`src/rtl/psm_pkg.sv`:
```
// Shared constants and types for the power status and channel select bank
package psm_pkg;

	// Register addresses
	localparam logic [4:0] PSM_ADDR_MRST = 5'h00;
	localparam logic [4:0] PSM_ADDR_PWR  = 5'h02;
	localparam logic [4:0] PSM_ADDR_POS  = 5'h03;
	localparam logic [4:0] PSM_ADDR_NEG  = 5'h04;

	// Master reset code for address 0
	localparam logic [7:0] PSM_MRST_CODE = 8'h6A;

	// Power status bit positions
	localparam int PSM_BIT_ALT_REF  = 7;
	localparam int PSM_BIT_MON_VCC  = 6;
	localparam int PSM_BIT_MON_VEE  = 5;
	localparam int PSM_BIT_MON_5V   = 4;
	localparam int PSM_BIT_MON_VREF = 3;
	localparam int PSM_BIT_UV_POS   = 2;
	localparam int PSM_BIT_UV_NEG   = 1;
	localparam int PSM_BIT_UV_5V    = 0;

	// Channel select fields
	localparam int PSM_BIT_RET_PIN  = 6;
	localparam int PSM_BANK_LSB     = 3;
	localparam int PSM_BANK_MSB     = 5;
	localparam int PSM_POSN_MSB     = 2;

	// Reset values
	localparam logic [4:0] PSM_CTL_RST    = 5'h00;
	localparam logic [5:0] PSM_POS_RST    = 6'h00;
	localparam logic [6:0] PSM_NEG_RST    = 7'h00;
	localparam logic [7:0] PSM_RDATA_RST  = 8'h00;
	localparam logic [6:0] PSM_CH_RST     = 7'h01;
	localparam logic [2:0] PSM_UV_RST     = 3'h0;

	// Source selected onto the non-inverting amplifier input
	typedef enum logic [2:0] {
		PSM_POS_CHAN      = 3'b000,
		PSM_POS_VCC_DIV6  = 3'b001,
		PSM_POS_GND       = 3'b010,
		PSM_POS_5V_DIV2   = 3'b011,
		PSM_POS_VREF_DIV2 = 3'b100
	} psm_pos_src_type;

	// Source selected onto the inverting amplifier input
	typedef enum logic [1:0] {
		PSM_NEG_CHAN      = 2'b00,
		PSM_NEG_VEE_DIV6  = 2'b01,
		PSM_NEG_GND       = 2'b10,
		PSM_NEG_RET_PIN   = 2'b11
	} psm_neg_src_type;

endpackage : psm_pkg

```
`src/rtl/psm_route_if.sv`:
```
// Register contents to routing decision, between bank and decoder
`timescale 1ns/10ps
interface psm_route_if;
	import psm_pkg::*;

	logic [7:3]      ctl;
	logic [5:0]      pos_sel;
	logic [6:0]      neg_sel;
	psm_pos_src_type pos_src;
	psm_neg_src_type neg_src;
	logic [6:0]      pos_ch;
	logic [6:0]      neg_ch;
	logic            alt_ref;

	modport bank (
		output ctl, pos_sel, neg_sel,
		input  pos_src, neg_src, pos_ch, neg_ch, alt_ref
	);

	modport route (
		input  ctl, pos_sel, neg_sel,
		output pos_src, neg_src, pos_ch, neg_ch, alt_ref
	);

endinterface : psm_route_if

```
`src/rtl/psm_route.sv`:
```
// Combinational routing decoder for the amplifier inputs
`timescale 1ns/10ps
module psm_route
	import psm_pkg::*;
(
	psm_route_if.route rif
);

	// Channel number is position times eight plus bank plus one
	function automatic logic [6:0] chan_num(input logic [5:0] sel);
		chan_num = {1'b0, sel[PSM_POSN_MSB:0], 3'b000}
			+ {4'b0000, sel[PSM_BANK_MSB:PSM_BANK_LSB]} + 7'h01;
	endfunction : chan_num

	wire mon_vcc_w  = rif.ctl[PSM_BIT_MON_VCC];
	wire mon_vee_w  = rif.ctl[PSM_BIT_MON_VEE];
	wire mon_5v_w   = rif.ctl[PSM_BIT_MON_5V];
	wire mon_vref_w = rif.ctl[PSM_BIT_MON_VREF];

	assign rif.alt_ref = rif.ctl[PSM_BIT_ALT_REF];

	assign rif.pos_ch = chan_num(rif.pos_sel);
	assign rif.neg_ch = chan_num(rif.neg_sel[5:0]);

	// monitor overrides, higher bit wins if several set
	assign rif.pos_src = mon_vcc_w  ? PSM_POS_VCC_DIV6  :
			     mon_vee_w  ? PSM_POS_GND       :
			     mon_5v_w   ? PSM_POS_5V_DIV2   :
			     mon_vref_w ? PSM_POS_VREF_DIV2 : PSM_POS_CHAN;

	// return pin beats channel bits, monitors beat both
	assign rif.neg_src = mon_vcc_w  ? PSM_NEG_GND      :
			     mon_vee_w  ? PSM_NEG_VEE_DIV6 :
			     (mon_5v_w || mon_vref_w) ? PSM_NEG_GND :
			     rif.neg_sel[PSM_BIT_RET_PIN] ? PSM_NEG_RET_PIN :
			     PSM_NEG_CHAN;

endmodule : psm_route

```
`src/rtl/psm_regs.sv`:
```
// Power status and amplifier channel select register bank
`timescale 1ns/10ps
module psm_regs
	import psm_pkg::*;
(
	// Clock and reset
	input  wire logic      I_SYS_CLK,
	input  wire logic      I_RST,
	// Register port
	input  wire logic      I_WR_EN,
	input  wire logic      I_RD_EN,
	input  wire logic [4:0] I_ADDR,
	input  wire logic [7:0] I_WDATA,
	output logic      [7:0] O_RDATA,
	output logic            O_RD_VALID,
	// Undervoltage comparators, asynchronous
	input  wire logic      I_UV_POS,
	input  wire logic      I_UV_NEG,
	input  wire logic      I_UV_5V,
	// Analog routing controls
	output logic            O_ALT_REF_SEL,
	output psm_pos_src_type O_POS_SRC,
	output psm_neg_src_type O_NEG_SRC,
	output logic      [6:0] O_POS_CHANNEL,
	output logic      [6:0] O_NEG_CHANNEL,
	output logic            O_MASTER_RESET
);

	psm_route_if rif ();

	logic [4:0] ctl_q;
	logic [4:0] ctl_d;
	logic [5:0] pos_q;
	logic [5:0] pos_d;
	logic [6:0] neg_q;
	logic [6:0] neg_d;
	logic       mrst_q;
	logic       mrst_d;
	logic [2:0] uv_meta_q;
	logic [2:0] uv_q;
	logic [7:0] rdata_d;

	// Address decode
	wire wr_mrst_w = I_WR_EN && (I_ADDR == PSM_ADDR_MRST);
	wire wr_pwr_w  = I_WR_EN && (I_ADDR == PSM_ADDR_PWR);
	wire wr_pos_w  = I_WR_EN && (I_ADDR == PSM_ADDR_POS);
	wire wr_neg_w  = I_WR_EN && (I_ADDR == PSM_ADDR_NEG);
	wire rd_pwr_w  = I_ADDR == PSM_ADDR_PWR;
	wire rd_pos_w  = I_ADDR == PSM_ADDR_POS;
	wire rd_neg_w  = I_ADDR == PSM_ADDR_NEG;
	wire code_w    = I_WDATA == PSM_MRST_CODE;
	wire clear_w   = mrst_q || (wr_mrst_w && code_w);

	assign mrst_d = wr_mrst_w ? code_w : mrst_q;

	// hold defaults; writes during reset are lost
	assign ctl_d = clear_w ? PSM_CTL_RST :
		       wr_pwr_w ? I_WDATA[7:3] : ctl_q;
	assign pos_d = clear_w ? PSM_POS_RST :
		       wr_pos_w ? I_WDATA[5:0] : pos_q;
	assign neg_d = clear_w ? PSM_NEG_RST :
		       wr_neg_w ? I_WDATA[6:0] : neg_q;

	// status bits live, unused bits zero
	assign rdata_d = rd_pwr_w ? {ctl_q, uv_q} :
			 rd_pos_w ? {2'b00, pos_q} :
			 rd_neg_w ? {1'b0, neg_q} : PSM_RDATA_RST;

	assign rif.ctl     = ctl_q;
	assign rif.pos_sel = pos_q;
	assign rif.neg_sel = neg_q;

	psm_route u_route (
		.rif (rif.route)
	);

	always_ff @(posedge I_SYS_CLK or posedge I_RST) begin
		if (I_RST) begin
			ctl_q  <= PSM_CTL_RST;
			pos_q  <= PSM_POS_RST;
			neg_q  <= PSM_NEG_RST;
			mrst_q <= 1'b0;
		end else begin
			ctl_q  <= ctl_d;
			pos_q  <= pos_d;
			neg_q  <= neg_d;
			mrst_q <= mrst_d;
		end
	end

	// Comparators are analog, so two stages before use
	always_ff @(posedge I_SYS_CLK or posedge I_RST) begin
		if (I_RST) begin
			uv_meta_q <= PSM_UV_RST;
			uv_q      <= PSM_UV_RST;
		end else begin
			uv_meta_q <= {I_UV_POS, I_UV_NEG, I_UV_5V};
			uv_q      <= uv_meta_q;
		end
	end

	// Read answer one cycle after the request
	always_ff @(posedge I_SYS_CLK or posedge I_RST) begin
		if (I_RST) begin
			O_RDATA    <= PSM_RDATA_RST;
			O_RD_VALID <= 1'b0;
		end else begin
			O_RDATA    <= I_RD_EN ? rdata_d : PSM_RDATA_RST;
			O_RD_VALID <= I_RD_EN;
		end
	end

	// Registered so the analog switches see no decode glitches
	always_ff @(posedge I_SYS_CLK or posedge I_RST) begin
		if (I_RST) begin
			O_ALT_REF_SEL <= 1'b0;
			O_POS_SRC     <= PSM_POS_CHAN;
			O_NEG_SRC     <= PSM_NEG_CHAN;
			O_POS_CHANNEL <= PSM_CH_RST;
			O_NEG_CHANNEL <= PSM_CH_RST;
		end else begin
			O_ALT_REF_SEL <= rif.alt_ref;
			O_POS_SRC     <= rif.pos_src;
			O_NEG_SRC     <= rif.neg_src;
			O_POS_CHANNEL <= rif.pos_ch;
			O_NEG_CHANNEL <= rif.neg_ch;
		end
	end

	assign O_MASTER_RESET = mrst_q;

	wire live_w = !mrst_q && !wr_mrst_w;
	wire [6:0] exp_ch_w = {1'b0, I_WDATA[2:0], 3'b000}
		+ {4'b0000, I_WDATA[5:3]} + 7'h01;
	wire no_mon_w = ctl_q[3:0] == 4'h0;
endmodule : psm_regs

```
`config.mk`:
```
export PLATFORM = sky130hd
export DESIGN_NAME = psm_regs
export DESIGN_NICKNAME = d
export VERILOG_FILES = /design/src/rtl/psm_pkg.sv /design/src/rtl/psm_route_if.sv /design/src/rtl/psm_route.sv /design/src/rtl/psm_regs.sv
export SDC_FILE = /design/constraint.sdc
export NUM_CORES = 1
export LEC_CHECK = 0
export ABC_AREA = 1
export ABC_CLOCK_PERIOD_IN_PS = 1600
export BUFFER_PORTS_ARGS = -buffer_cell sky130_fd_sc_hd__buf_2
export CAP_MARGIN = 0
export CORE_ASPECT_RATIO = 0.6
export CORE_UTILIZATION = 45
export DETAILED_ROUTE_END_ITERATION = 8
export PLACE_DENSITY = 0.71
export SYNTH_ARGS = -nofsm -noshare
export SYNTH_HDL_FRONTEND = slang
export SYNTH_SLANG_ARGS = --single-unit
```
`constraint.sdc`:
```
create_clock -name I_SYS_CLK -period 1.6 [get_ports I_SYS_CLK]
set_input_delay 0.32 -clock I_SYS_CLK [delete_from_list [all_inputs] [get_ports I_SYS_CLK]]
set_output_delay 0.32 -clock I_SYS_CLK [all_outputs]
set_load 0.05 [all_outputs]
```
==> run metrics <==
postcts setup bufs=0; FP Rows=19; GRT Util Overall=20.18%; Slew Viols, Final=0; Mapped Cells=236; final setup fails=0; routed wl met3=386 um; count of different cell masters after synthesis=25; Wirelength per Cell=14.34 um; Int Pwr=1821 uW; cell family with most CP delay=flip-flops; Crit-path slowest cell=dfstp_2; kind of critical path=flop to output pin; vias in the first global route=1656; largest net degree at the start of global routing=55; Total Power=2473 uW; Reg power frac=57.2%; critical path arrival=1.07 ns; critical-path cell list=buf_2; drt initial violations=118; measured slew at the worst slew-check pin=0.3366 ns; crit-path max cell delay=0.52 ns; status=completed; Worst-path clk slew=0.09 ns; antenna fix cells=0; Sink Count=54; initial antenna violation count=0; Net count, final=310; DR vias=1879; max-cap violations=0; sequential share of the synthesized area=58.05%; CTS root buf=clkbuf_8; total core area=0.004778 mm^2; worst r2r path cells=3; Peak supply drop=514.7 uV; setup tns final=0 ns; Hold Vio Cnt, Final=0; share of cells above drive strength 1=25.61%; Worst R2R Setup Slack=0.23 ns; final instance area=0.002741 mm^2; fin crit period=1.389 ns; Die Span X=94.94 um; CP max FO=1; Crit path buffers/inverters=1; Setup crit start kind=flop; clock buffer count from CTS=5; RSZ-0062 raised after global routing=false; highest routed layer=met4; WP data required=1.28 ns; first-pass GRT wire length=8259 um; most frequent cells in the layout=52 x dfrtp_1, 49 x buf_2, 45 x nand4_1, 35 x nand2_1, 25 x inv_1; Residual DRC=0; P per Cell Area=902.3 mW/mm^2; met2 WL=2064 um; clock share of power=30.9%; drt total wl=5049 um; total grt overflow=0; Reg-to-Reg End=O_MASTER_RESET$_DFFE_PP0P_; dpl hpwl=3731 um; post-CTS sizing=0; launch point of the worst path=O_POS_CHANNEL[0]$_DFF_PP1_; placed insts=344; combinational group share of total power=12.0%; synthesized flop and latch total=54; switching power=652.8 uW; r2r startpoint=O_MASTER_RESET$_DFFE_PP0P_; fin cells=352; switching share of power=26.39%; CTS Buffer Depth=2; DRT met1 WL=2547 um; CTS Hold Bufs=0; IO Count=50; Clock Skews=0.003036 ns; post-place instance area=0.002648 mm^2; synthesized area per cell=9.882 um^2; H-tree depth=2; Worst setup endpoint=O_POS_CHANNEL[0]; IO buf count=49; syn_nets=258; Initial Utilization=48.81%; FMAX=719.8 MHz; Area Overhead vs Synth=17.54%; critical path endpoint category=output pin; Routed Antenna Nets=0; Vias per Instance=5.338; Slew headroom=77.50%; Worst-Skew Late Latency=0.30 ns; P_leak=0.001509 uW; TritonCTS clock tree=done; commonest non-fill, non-tap cell in the layout=dfrtp_1; Ys Warns=0; TritonRoute pass-1 iters=4; worst min path class=input port to asynchronous set/reset pin; routability congestion estimate from global placement=0.8107; Worst path depth=1; die height=57.77 um; die area=0.005484 mm^2; fin crit share=86.83%; synthesized area=0.002332 mm^2
-- per-stage QoR --
step           utilization (%)  setup slack (ns)  hold slack, ns
2_1_floorplan                -            0.1762          0.3312
4_1_cts                  57.29            0.1071         0.08689
3_3_place_gp             55.41            0.1029          0.3352
3_5_place_dp             55.41           0.08646          0.3358
5_1_grt                  57.37            0.1404         0.09508
6_report                 57.37            0.2108         0.07698
-- registers in the layout, summed over array words and instances (netlist names) --
| name | cells |
|---|---|
| uv_meta_q | 3 |
| ctl_q | 5 |
| neg_q | 7 |
| O_POS_SRC | 3 |
| O_NEG_SRC | 2 |
| O_MASTER_RESET | 1 |
| O_NEG_CHANNEL | 7 |
| O_RDATA | 8 |
| uv_q | 3 |
| O_POS_CHANNEL | 7 |
| pos_q | 6 |
| O_RD_VALID | 1 |
| O_ALT_REF_SEL | 1 |
-- routing by layer --
layer	vias to the layer above	GRT usage, %
li1	905	-
met1	901	33.25
met2	66	26.00
met3	7	4.856
met4	0	5.195
met5	-	0
-- power by group through the flow --
stage	Sequential [uW]	Clock [uW]	Combinational (uW)
2_1_floorplan	1490	0	126
3_3_place_gp	1440	0	289
3_5_place_dp	1440	0	294
4_1_cts	1410	781	294
5_1_grt	1420	856	321
6_report	1410	764	296
-- worst min-delay path by stage --
stage,startpoint,endpoint,cells past startpoint
floorplan,uv_meta_q[0]$_DFF_PP0_,uv_q[0]$_DFF_PP0_,0
global placement,uv_meta_q[1]$_DFF_PP0_,uv_q[1]$_DFF_PP0_,0
detailed placement,uv_meta_q[2]$_DFF_PP0_,uv_q[2]$_DFF_PP0_,0
CTS,I_RST,O_RDATA[2]$_DFF_PP0_,3
global route,I_RST,O_NEG_CHANNEL[5]$_DFF_PP0_,3
finish,I_RST,O_NEG_CHANNEL[5]$_DFF_PP0_,3
-- cells in the mapped netlist --
library cell / instances / share of area (%)
dfrtp_1: 52 / 56
nand4_1: 45 / 12
nand2_1: 35 / 5.6
inv_1: 26 / 4.2
nor2_1: 20 / 3.2
xor2_1: 8 / 3.0
nand3_1: 7 / 1.5
nor2_4: 6 / 2.9
o21ai_0: 5 / 1.1
a21oi_1: 4 / 0.86
nor3_1: 4 / 0.86
o21ai_1: 4 / 0.86
buf_6: 3 / 1.4
clkbuf_1: 3 / 0.48
buf_2: 2 / 0.43
dfstp_2: 2 / 2.3
ha_1: 2 / 1.1
clkinv_1: 1 / 0.16
inv_2: 1 / 0.16
nand2_2: 1 / 0.27
nand2_4: 1 / 0.48
nand3_2: 1 / 0.43
nor2_2: 1 / 0.27
nor3b_1: 1 / 0.32
nor4_1: 1 / 0.27
-- area by class of cell --
type	count	area, um^2
Multi-Input combinational cell	146	818.3
Clock buffer	8	90.09
Timing Repair Buffer	53	287.8
Fill cell	433	2037
Sequential cell	54	1354
Tap cell	63	78.83
Inverter	28	112.6
-- kinds of logic after synthesis --
kind of cell,synth area share (%)
AOI/OAI and AO/OA,2.790
xor gates and xnor gates,3.004
adders and majority gates,1.073
buffers and inverters,6.866
DFF,58.05
and+or+nand+nor,28.22
Note: power is estimated with default switching activity, not from simulation.
